[src/hw/dmc_regs.svh]
/*
  Constants of the debug message channel: address, field positions,
  reset values and the shared-address option.
  Assumes inclusion by the design files through its bare name.
*/
`ifndef DMC_REGS_SVH
`define DMC_REGS_SVH

// address of the debug channel register in cpu i/o space
`define DMC_CHAN_ADDR      8'h31
// 1: the address is shared with an ordinary i/o register
`define DMC_ADDR_SHARED    1'b1
// dirty flag position in the read value
`define DMC_DIRTY_BIT      7
// low data field of the read value
`define DMC_DATA_MSB       6
`define DMC_CHAN_RESET     8'h00
`define DMC_DIRTY_RESET    1'b0
// debug enable fuse state after reset: unprogrammed
`define DMC_FUSE_RESET     1'b0

`endif
[src/hw/dmc_pkg.sv]
/*
  Types shared by the debug message channel modules.
  Assumes nothing of its surroundings.
*/
package dmc_pkg;

  typedef logic [7:0] dmc_byte_t;
  typedef logic [7:0] dmc_addr_t;

endpackage

[src/hw/dmc_channel.sv]
/*
  Debug message channel: byte register written by the cpu, read back
  with a dirty flag, cleared by the external debugger; address shared
  with an ordinary i/o register under fuse and debugger control.
  Assumes cpu strobes are one-cycle pulses synchronous to clock_i and
  that the ordinary register answers std_io_rdata_i in the strobe cycle.

// Summary of operation
// [RQ1] byte register carries program messages to debugger
// [RQ2] cpu write sets dirty flag bit 7
// [RQ3] read returns seven data bits plus flag
// [RQ4] debugger clears flag after reading byte
// [RQ5] shared address reaches channel only when enabled
// [RQ6] otherwise shared address reaches ordinary register
// [RQ7] locked part refuses fuse program until erase
*/
`timescale 1ns/1ps
`include "dmc_regs.svh"

module dmc_channel (
  input  wire logic              clock_i,
  input  wire logic              rst_n_i,
  // cpu i/o port
  input  wire dmc_pkg::dmc_addr_t cpu_addr_i,
  input  wire logic              cpu_wr_i,
  input  wire logic              cpu_rd_i,
  input  wire dmc_pkg::dmc_byte_t cpu_wdata_i,
  output dmc_pkg::dmc_byte_t     cpu_rdata_o,
  output logic                   cpu_rvalid_o,
  // ordinary i/o register sharing the address
  output logic                   std_io_wr_o,
  output logic                   std_io_rd_o,
  output dmc_pkg::dmc_byte_t     std_io_wdata_o,
  input  wire dmc_pkg::dmc_byte_t std_io_rdata_i,
  // debugger side
  input  wire logic              dbg_access_en_i,
  input  wire logic              dbg_clear_i,
  output dmc_pkg::dmc_byte_t     dbg_data_o,
  output logic                   debug_data_dirty_flag_o,
  // fuse and lock bits
  input  wire logic              lock_bit_one_i,
  input  wire logic              lock_bit_two_i,
  input  wire logic              chip_erase_i,
  input  wire logic              fuse_prog_i,
  input  wire logic              fuse_value_i,
  output logic                   fuse_refused_o,
  output logic                   debug_enable_fuse_o
);
  import dmc_pkg::*;

  dmc_byte_t chan_ff;
  logic      dirty_ff;
  dmc_byte_t rdata_ff;
  logic      rvalid_ff;
  logic      fuse;
  logic      addr_hit;
  logic      route_chan;
  logic      chan_wr;
  logic      chan_rd;
  logic      std_wr;
  logic      std_rd;

  // read value: seven stored bits under the dirty flag
  function automatic dmc_byte_t read_value(input dmc_byte_t data, input logic dirty);
    read_value = {dirty, data[`DMC_DATA_MSB:0]};
  endfunction

  ////////////////////////////////////////////////////////////////////
  // fuse store and lock interlock
  dmc_fuse_guard u_fuse_guard (
    .clock_i             (clock_i),
    .rst_n_i             (rst_n_i),
    .lock_bit_one_i      (lock_bit_one_i),
    .lock_bit_two_i      (lock_bit_two_i),
    .chip_erase_i        (chip_erase_i),
    .fuse_prog_i         (fuse_prog_i),
    .fuse_value_i        (fuse_value_i),
    .fuse_refused_o      (fuse_refused_o),
    .debug_enable_fuse_o (fuse)
  );

  assign debug_enable_fuse_o = fuse;

  ////////////////////////////////////////////////////////////////////
  // address routing
  assign addr_hit   = (cpu_addr_i == `DMC_CHAN_ADDR);
  assign route_chan = ~`DMC_ADDR_SHARED | (fuse & dbg_access_en_i); // RQ5
  assign chan_wr    = cpu_wr_i & addr_hit & route_chan; // RQ5
  assign chan_rd    = cpu_rd_i & addr_hit & route_chan;
  assign std_wr     = cpu_wr_i & addr_hit & ~route_chan; // RQ6
  assign std_rd     = cpu_rd_i & addr_hit & ~route_chan; // RQ6

  assign std_io_wr_o    = std_wr;
  assign std_io_rd_o    = std_rd;
  assign std_io_wdata_o = cpu_wdata_i;

  ////////////////////////////////////////////////////////////////////
  // channel byte
  always_ff @(posedge clock_i) begin
    if (!rst_n_i) begin
      chan_ff <= `DMC_CHAN_RESET;
    end else if (chan_wr) begin
      chan_ff <= cpu_wdata_i; // RQ1
    end
  end

  // dirty flag: a cpu write in the clear cycle wins
  always_ff @(posedge clock_i) begin
    if (!rst_n_i) begin
      dirty_ff <= `DMC_DIRTY_RESET;
    end else if (chan_wr) begin
      dirty_ff <= 1'b1; // RQ2
    end else if (dbg_clear_i) begin
      dirty_ff <= 1'b0; // RQ4
    end
  end

  ////////////////////////////////////////////////////////////////////
  // cpu read answer, one cycle after the strobe
  always_ff @(posedge clock_i) begin
    if (!rst_n_i) begin
      rdata_ff <= 8'h00;
    end else if (chan_rd) begin
      rdata_ff <= read_value(chan_ff, dirty_ff); // RQ3
    end else if (std_rd) begin
      rdata_ff <= std_io_rdata_i; // RQ6
    end
  end

  always_ff @(posedge clock_i) begin
    if (!rst_n_i) begin
      rvalid_ff <= 1'b0;
    end else begin
      rvalid_ff <= chan_rd | std_rd;
    end
  end

  assign cpu_rdata_o             = rdata_ff;
  assign cpu_rvalid_o            = rvalid_ff;
  assign dbg_data_o              = chan_ff;
  assign debug_data_dirty_flag_o = dirty_ff;

  ////////////////////////////////////////////////////////////////////
  // checks
  property p_data_hold;
    @(posedge clock_i) disable iff (!rst_n_i)
      !chan_wr |=> $stable(chan_ff);
  endproperty
  a_data_hold: assert property (p_data_hold) // RQ1
    else $error("channel byte changed without a cpu write");

  property p_wr_sets_dirty;
    @(posedge clock_i) disable iff (!rst_n_i)
      chan_wr |=> dirty_ff && chan_ff == $past(cpu_wdata_i);
  endproperty
  a_wr_sets_dirty: assert property (p_wr_sets_dirty) // RQ2
    else $error("cpu write did not store byte and set dirty");

  property p_rd_format;
    @(posedge clock_i) disable iff (!rst_n_i)
      chan_rd |=> cpu_rvalid_o
        && cpu_rdata_o[`DMC_DIRTY_BIT] == $past(dirty_ff)
        && cpu_rdata_o[`DMC_DATA_MSB:0] == $past(chan_ff[`DMC_DATA_MSB:0]);
  endproperty
  a_rd_format: assert property (p_rd_format) // RQ3
    else $error("channel read value wrong");

  property p_clear;
    @(posedge clock_i) disable iff (!rst_n_i)
      dbg_clear_i && !chan_wr |=> !dirty_ff;
  endproperty
  a_clear: assert property (p_clear) // RQ4
    else $error("debugger clear not honoured");

  property p_route_chan;
    @(posedge clock_i) disable iff (!rst_n_i)
      cpu_wr_i && addr_hit && fuse && dbg_access_en_i |-> !std_io_wr_o ##1 dirty_ff;
  endproperty
  a_route_chan: assert property (p_route_chan) // RQ5
    else $error("enabled access did not reach channel");

  property p_route_std;
    @(posedge clock_i) disable iff (!rst_n_i)
      cpu_wr_i && addr_hit && !(fuse && dbg_access_en_i)
      |-> std_io_wr_o ##1 $stable(chan_ff);
  endproperty
  a_route_std: assert property (p_route_std) // RQ6
    else $error("disabled access not sent to ordinary register");

  // read answer, address decode and dirty flag rise
  property p_rvalid_on_read;
    @(posedge clock_i) disable iff (!rst_n_i)
      !(chan_rd || std_rd) |=> !cpu_rvalid_o;
  endproperty
  a_rvalid_on_read: assert property (p_rvalid_on_read) // RQ3
    else $error("read answer flagged without a read strobe");

  property p_rdata_hold;
    @(posedge clock_i) disable iff (!rst_n_i)
      !(chan_rd || std_rd) |=> $stable(cpu_rdata_o);
  endproperty
  a_rdata_hold: assert property (p_rdata_hold) // RQ3
    else $error("read data changed without a read strobe");

  property p_std_read;
    @(posedge clock_i) disable iff (!rst_n_i)
      std_rd |=> cpu_rvalid_o && cpu_rdata_o == $past(std_io_rdata_i);
  endproperty
  a_std_read: assert property (p_std_read) // RQ6
    else $error("ordinary register read not returned");

  property p_miss_ignored;
    @(posedge clock_i) disable iff (!rst_n_i)
      (cpu_wr_i || cpu_rd_i) && !addr_hit
      |-> !std_io_wr_o && !std_io_rd_o ##1 !cpu_rvalid_o && $stable(chan_ff);
  endproperty
  a_miss_ignored: assert property (p_miss_ignored) // RQ6
    else $error("access at another address was acted on");

  property p_dirty_rise;
    @(posedge clock_i) disable iff (!rst_n_i)
      !chan_wr |=> !$rose(dirty_ff);
  endproperty
  a_dirty_rise: assert property (p_dirty_rise) // RQ2
    else $error("dirty flag set without a cpu write");

endmodule

[src/hw/dmc_fuse_guard.sv]
/*
  Debug enable fuse store with lock-bit interlock.
  Assumes lock bit inputs are high while programmed and that chip
  erase is a one-cycle pulse from the programming logic.
*/
`timescale 1ns/1ps
`include "dmc_regs.svh"

module dmc_fuse_guard (
  input  wire logic clock_i,
  input  wire logic rst_n_i,
  input  wire logic lock_bit_one_i,
  input  wire logic lock_bit_two_i,
  input  wire logic chip_erase_i,
  input  wire logic fuse_prog_i,
  input  wire logic fuse_value_i,
  output logic      fuse_refused_o,
  output logic      debug_enable_fuse_o
);
  import dmc_pkg::*;

  logic locked;
  logic lock_prev_ff;
  logic erased_ff;
  logic fuse_ff;
  logic refused_ff;
  logic prog_ok;

  assign locked  = lock_bit_one_i | lock_bit_two_i;
  assign prog_ok = ~locked | erased_ff;

  ////////////////////////////////////////////////////////////////////
  // erase history: an erase unlocks until the lock bits go from all clear to set again
  always_ff @(posedge clock_i) begin
    if (!rst_n_i) begin
      lock_prev_ff <= 1'b0;
    end else begin
      lock_prev_ff <= locked;
    end
  end

  always_ff @(posedge clock_i) begin
    if (!rst_n_i) begin
      erased_ff <= 1'b0;
    end else if (chip_erase_i) begin
      erased_ff <= 1'b1;
    end else if (locked && !lock_prev_ff) begin
      erased_ff <= 1'b0;
    end
  end

  ////////////////////////////////////////////////////////////////////
  // fuse programming with refusal while locked
  always_ff @(posedge clock_i) begin
    if (!rst_n_i) begin
      fuse_ff <= `DMC_FUSE_RESET;
    end else if (fuse_prog_i && prog_ok) begin // RQ7
      fuse_ff <= fuse_value_i;
    end
  end

  always_ff @(posedge clock_i) begin
    if (!rst_n_i) begin
      refused_ff <= 1'b0;
    end else begin
      refused_ff <= fuse_prog_i & ~prog_ok; // RQ7
    end
  end

  assign debug_enable_fuse_o = fuse_ff;
  assign fuse_refused_o      = refused_ff;

  property p_fuse_refuse;
    @(posedge clock_i) disable iff (!rst_n_i)
      fuse_prog_i && locked && !erased_ff && !chip_erase_i
      |=> $stable(fuse_ff) && refused_ff;
  endproperty
  a_fuse_refuse: assert property (p_fuse_refuse) // RQ7
    else $error("fuse changed while lock bits set without erase");

  property p_fuse_accept;
    @(posedge clock_i) disable iff (!rst_n_i)
      fuse_prog_i && !locked |=> fuse_ff == $past(fuse_value_i) && !refused_ff;
  endproperty
  a_fuse_accept: assert property (p_fuse_accept) // RQ7
    else $error("unlocked fuse program not taken");

endmodule

[config.mk]
export PLATFORM = sky130hd
export DESIGN_NAME = dmc_channel
export DESIGN_NICKNAME = d
export VERILOG_FILES = /design/src/hw/dmc_pkg.sv /design/src/hw/dmc_channel.sv /design/src/hw/dmc_fuse_guard.sv
export VERILOG_INCLUDE_DIRS = /design/src /design/src/hw
export SDC_FILE = /design/constraint.sdc
export NUM_CORES = 1
export LEC_CHECK = 0
export CORE_MARGIN = 3
export CORE_UTILIZATION = 45
export CTS_CLUSTER_SIZE = 25
export DETAILED_ROUTE_END_ITERATION = 10
export DONT_BUFFER_PORTS = 1
export PLACE_DENSITY = 0.64
export SKIP_CTS_REPAIR_TIMING = 1
export SLEW_MARGIN = 20
export SYNTH_ARGS = -nofsm -noshare
export SYNTH_HDL_FRONTEND = slang
export SYNTH_HIERARCHICAL = 1
export SYNTH_SLANG_ARGS = --single-unit
[constraint.sdc]
create_clock -name clock_i -period 1.2 [get_ports clock_i]
set_clock_uncertainty 0.2 [all_clocks]
set_input_delay 0.12 -clock clock_i [delete_from_list [all_inputs] [get_ports clock_i]]
set_output_delay 0.12 -clock clock_i [all_outputs]
set_load 0.05 [all_outputs]
; After elaboration in Yosys (flattened, before gate mapping)
; Index checks and enable logic that the tools add are counted.
[word_totals]
reg_bits = 22
latch_bits = 0
mem_bits_rw = 0
mem_bits_ro = 0
output_inout_bits = 30
wordCells = 35
memories = 0
[classes]
add_sub_neg = 0
multipliers = 0
div = 0
n_lt_le_gt_ge = 0
n_eq_ne = 1
shift = 0
mux = 6
bitwise = 14
reduce_logical = 6
[op_table]
columns = cell, count
row1 = $mux W8, 2
row2 = $and A1 B1 Y1, 8
row3 = $eq A8 B6 Y1 const B, 1
row4 = $reduce_bool A2 Y1, 3
row5 = $mux W1, 4
row6 = $not A1 Y1, 3
row7 = $or A1 B1 Y1, 3
row8 = $logic_and A1 B1 Y1, 2
row9 = $logic_not A1 Y1, 1

; Logic depth before layout (Yosys ltp)
[depth]
word_depth = 5
depth_mapped = 4

; Modules after synthesis
; The synthesis kept the hierarchy.
[by_module_without_submodules]
columns = module, n_inst, cells_per_inst, area_per_inst_um2
row1 = dmc_channel, 1, 109, 950.9
row2 = dmc_fuse_guard, 1, 13, 150.1

; Least setup slack after synthesis
; OpenSTA, ideal clock, no wires.
[synth_timing]
kind = flip-flop to output port
startpoint = reg u_fuse_guard.fuse_ff (netlist: u_fuse_guard/debug_enable_fuse_o)
endpoint = out std_io_rd_o
arrival_time_ps = 1565
slack_ps = -685
stages_incl_launch_ff = 3
n_path_buf = 1
cell_sequence = dfxtp_1 > buf_2 > a21oi_1
[synth_via]
elab_chain_cells = 3
[synth_lines]
columns = element, line_no
row1 = start: declaration, dmc_fuse_guard.sv:25  ; logic fuse_ff;
row2 = start signal: assignment, dmc_fuse_guard.sv:56  ; fuse_ff <= `DMC_FUSE_RESET;
row3 = start signal: assignment, dmc_fuse_guard.sv:58  ; fuse_ff <= fuse_value_i;
row4 = $and A1 B1 Y1, dmc_channel.sv:87  ; assign route_chan = ~`DMC_ADDR_SHARED | (fuse & dbg_access_en_i);
row5 = $not A1 Y1, dmc_channel.sv:91  ; assign std_rd = cpu_rd_i & addr_hit & ~route_chan;
row6 = $and A1 B1 Y1, dmc_channel.sv:91
row7 = end: declaration, dmc_channel.sv:32  ; output logic std_io_rd_o,
; Every way passes these cells.

; Final worst setup path
[layout_timing]
startpoint = reg u_fuse_guard.fuse_ff (netlist: u_fuse_guard/debug_enable_fuse_o)
endpoint = out std_io_wr_o
[layout_via]
elab_chain_cells = 3
[layout_lines]
columns = element, line_no
row1 = $and A1 B1 Y1, dmc_channel.sv:87
row2 = $not A1 Y1, dmc_channel.sv:90  ; assign std_wr = cpu_wr_i & addr_hit & ~route_chan;
row3 = $and A1 B1 Y1, dmc_channel.sv:90
row4 = end: declaration, dmc_channel.sv:31  ; output logic std_io_wr_o,
; Every way passes these cells.

==> key figures <==
Logic synthesis
  – Main synth FF type: dfxtp_1
  – Most instantiated library cell after synthesis: nand2_1
  – Largest cells by area after synthesis: dfxtp_1 (40%), mux2i_1 (15%), nand2_1 (8.9%)
  – Seq/Total Area, Yosys: about two fifths
  – Warnings, synthesis: 6
  – Yosys top cell area share: 40.0%
  – Syn nets: roughly 160
  – Cells after Synth: ~120
  – Count of state elements after synthesis: 22
  – Number of flops mapped to enable cells by yosys: 0
  – Fraction of registers with async set/reset: 0%
  – Avg Cell Area, Syn: 9.03 um^2
  – Post-synthesis cell area: roughly 1100 um^2
  – Cell variety after synth: 22
  – Synth top cells by count: nand2_1 (26), dfxtp_1 (22), mux2i_1 (17), and3_1 (9)
  – Synth area leader: dfxtp_1

Placed design
  – DP Area: between 1000 and 1500 um^2
  – Buffers on Ports: 0
  – Post-detail-place hpwl: about 1.7 mm
  – Post-Place Worst Slack: -0.0840 ns
  – RePlAce Congestion: approximately 0.72
  – Placed Cells: 162

Finish
  – ANT cells: 0
  – Layout area overhead: 54.1%
  – Layout cells sized above 1: 42.3%
  – Final instance area: 1700 um^2
  – Fin cells: ~180
  – Fill cells: approximately 160
  – Nets@finish: ~190

STA
  – Unrepaired setup endpoints after global routing: yes
  – Fmax: between 600 and 700 MHz
  – Final worst setup slack: -0.253 ns
  – Final hold vios: 18
  – WHS: -0.279 ns
  – Max_slew headroom: between 80% and 90%
  – Worst-Margin Slew: between 0.2 and 0.25 ns
  – Period utilization: 121%
  – Final setup vio count: 20
  – Minimum clock period: ~1.5 ns
  – Max-slew violation count: 0

Clock tree
  – Clock-pin slew on the worst setup and hold paths: 0.13 ns
  – CTS root buffer: clkbuf_4
  – H-tree depth: 1
  – Clk Latency, worst-skew pair: slightly above 0.3 ns
  – CTS max path bufs: 2
  – TritonCTS Sinks: 22
  – CTS tree: built
  – Total CTS buffers: 3

Worst setup path
  – Buf/Inv on CP: 2
  – Critical path, cell by cell: buf_6 -> a21oi_4 -> buf_12
  – Reg-to-reg startpoint: u_fuse_guard/debug_enable_fuse_o
  – R2r endpoint: cpu_rdata_o[7]
  – Crit-path max FO: 6
  – R2R setup slack: -0.19 ns
  – CP Capture Type: primary output
  – Slowest library cell on the worst path: dfxtp_4
  – CP arrival: 1.13 ns
  – Crit-path max cell delay: 0.37 ns
  – Top cell family by delay on the critical path: flip-flops
  – Worst Setup Start Kind: flip-flop
  – CP Class: reg2out
  – CP Data Required Time: ~0.88 ns
  – Reg2Reg Depth: 6

Outcome
  – Failing checks: hold timing, setup timing
  – Outcome: finished, violations left

Die
  – DIE AREA: 3080 um^2
  – Row count: 17
  – Core box area: 2280 um^2
  – Die Wd: between 50 and 60 um
  – I/O pins: 65
  – Die Ht: 55.5 um
  – Initial Util: between 40% and 50%

Detailed routing
  – Vias: around 960
  – WL final: 2.77 mm
  – Drt first pass iters: 4
  – Initial DRC Count: 10
  – Wire per inst: about 15 um
  – Post-route antenna net violation count: 0
  – Post-route DRC: 0
  – Vias/cell: ~5.2

Worst hold path
  – Worst hold path endpoint: dbg_data_o[4]
  – Worst hold stages: 2
  – HP Class: in2reg
  – Hold path startpoint: cpu_wdata_i[4]

GRT
  – Initial antenna violation count: 0
  – Total gr overflow: 0
  – Gr usage total: between 10 and 15%
  – First-pass GRT wire length: 3.73 mm
  – Vias in the first global route: around 820
  – Largest net degree at the start of global routing: 38

Flow run
  – Max-Cap Viols: 0

Power
  – Pleak: 0.803 nW
  – Peak VDD IR: around 0.00063 V
  – PD cells: between 800 and 900 nW/um^2
registers in the layout, indices dropped and copies added (netlist names):
signal and cells:
debug_data_dirty_flag_o 1, u_fuse_guard/debug_enable_fuse_o 1, u_fuse_guard/fuse_refused_o 1, u_fuse_guard/erased_ff 1
cpu_rdata_o 8, u_fuse_guard/lock_prev_ff 1, cpu_rvalid_o 1, dbg_data_o 8
final cells by class:
| cell class | instances | area, um^2 | area share, % |
|---|---|---|---|
| clock buffers | 3 | 22.5 | 1.33 |
| inverters | 1 | 3.75 | 0.221 |
| multi-input cells | 84 | 618 | 36.4 |
| repair buffers | 45 | 527 | 31.0 |
| clock inverters | 1 | 30.0 | 1.77 |
| flip-flops and latches | 22 | 460 | 27.1 |
| well taps | 28 | 35.0 | 2.06 |
placed cells by master (no fill, tap or decap), drive strengths merged, types with 2 or more instances in the layout:
| cell type | netlist | routed |
|---|---|---|
| a21oi | 3 | 3 |
| mux2i | 17 | 17 |
| nand2 | 26 | 26 |
| dfxtp | 22 | 22 |
| clkbuf | 3 | 4 |
| o21a | 2 | 2 |
| buf | 12 | 32 |
| and3 | 9 | 9 |
| a21boi | 8 | 8 |
| nand3 | 3 | 3 |
| dlygate4sd3 | 0 | 12 |
| nor2 | 2 | 2 |
| o21ai | 9 | 9 |
where the power goes:
part	switching [mW]	internal, mW	leakage, nW
registers	0.00439	0.737	0.186
logic	0.0643	0.0998	0.589
clock network	0.240	0.338	0.0279
cell families (layout without fill, tap and decap cells):
| family | count (synthesis) | after routing | synth area share [%] |
|---|---|---|---|
| AO/OA/AOI/OAI | 22 | 22 | 12.6 |
| multiplexers | 17 | 17 | 15.5 |
| flip-flops | 22 | 22 | 40.0 |
| buffers and inverters | 16 | 50 | 9.77 |
| AND/OR/NAND/NOR | 45 | 45 | 22.2 |
worst max-delay path by stage:
stage | cells after the start | from | to | slack [ns]
global route | 3 | u_fuse_guard/debug_enable_fuse_o | std_io_wr_o | -0.30
CTS | 3 | u_fuse_guard/debug_enable_fuse_o | std_io_rd_o | -0.31
detailed placement | 5 | cpu_addr_i[7] | std_io_wr_o | -0.08
finish | 3 | u_fuse_guard/debug_enable_fuse_o | std_io_wr_o | -0.25
floorplan | 4 | cpu_addr_i[7] | std_io_rd_o | -0.12
global placement | 5 | cpu_addr_i[7] | std_io_wr_o | -0.05
layer usage:
metal / share of wire (%) / global-route usage (%)
met1: 38 / 18.2
met2: 54 / 25.2
met3: 6.0 / 3.04
met4: 1.4 / 6.25
met5: 0 / 0
metrics by stage:
stage | power (mW) | util (%) | TNS, ns
final | 1.48 | 74.5 | -2.90
after global routing | 1.54 | 74.5 | -3.88
after CTS | 1.42 | 60.4 | -1.39
after detailed placement | 0.855 | 58.1 | -0.898
after global placement | 0.853 | 58.1 | -0.547
after floorplan | 0.920 | - | -0.999
No activity file was read; power rests on OpenSTA's default activity.
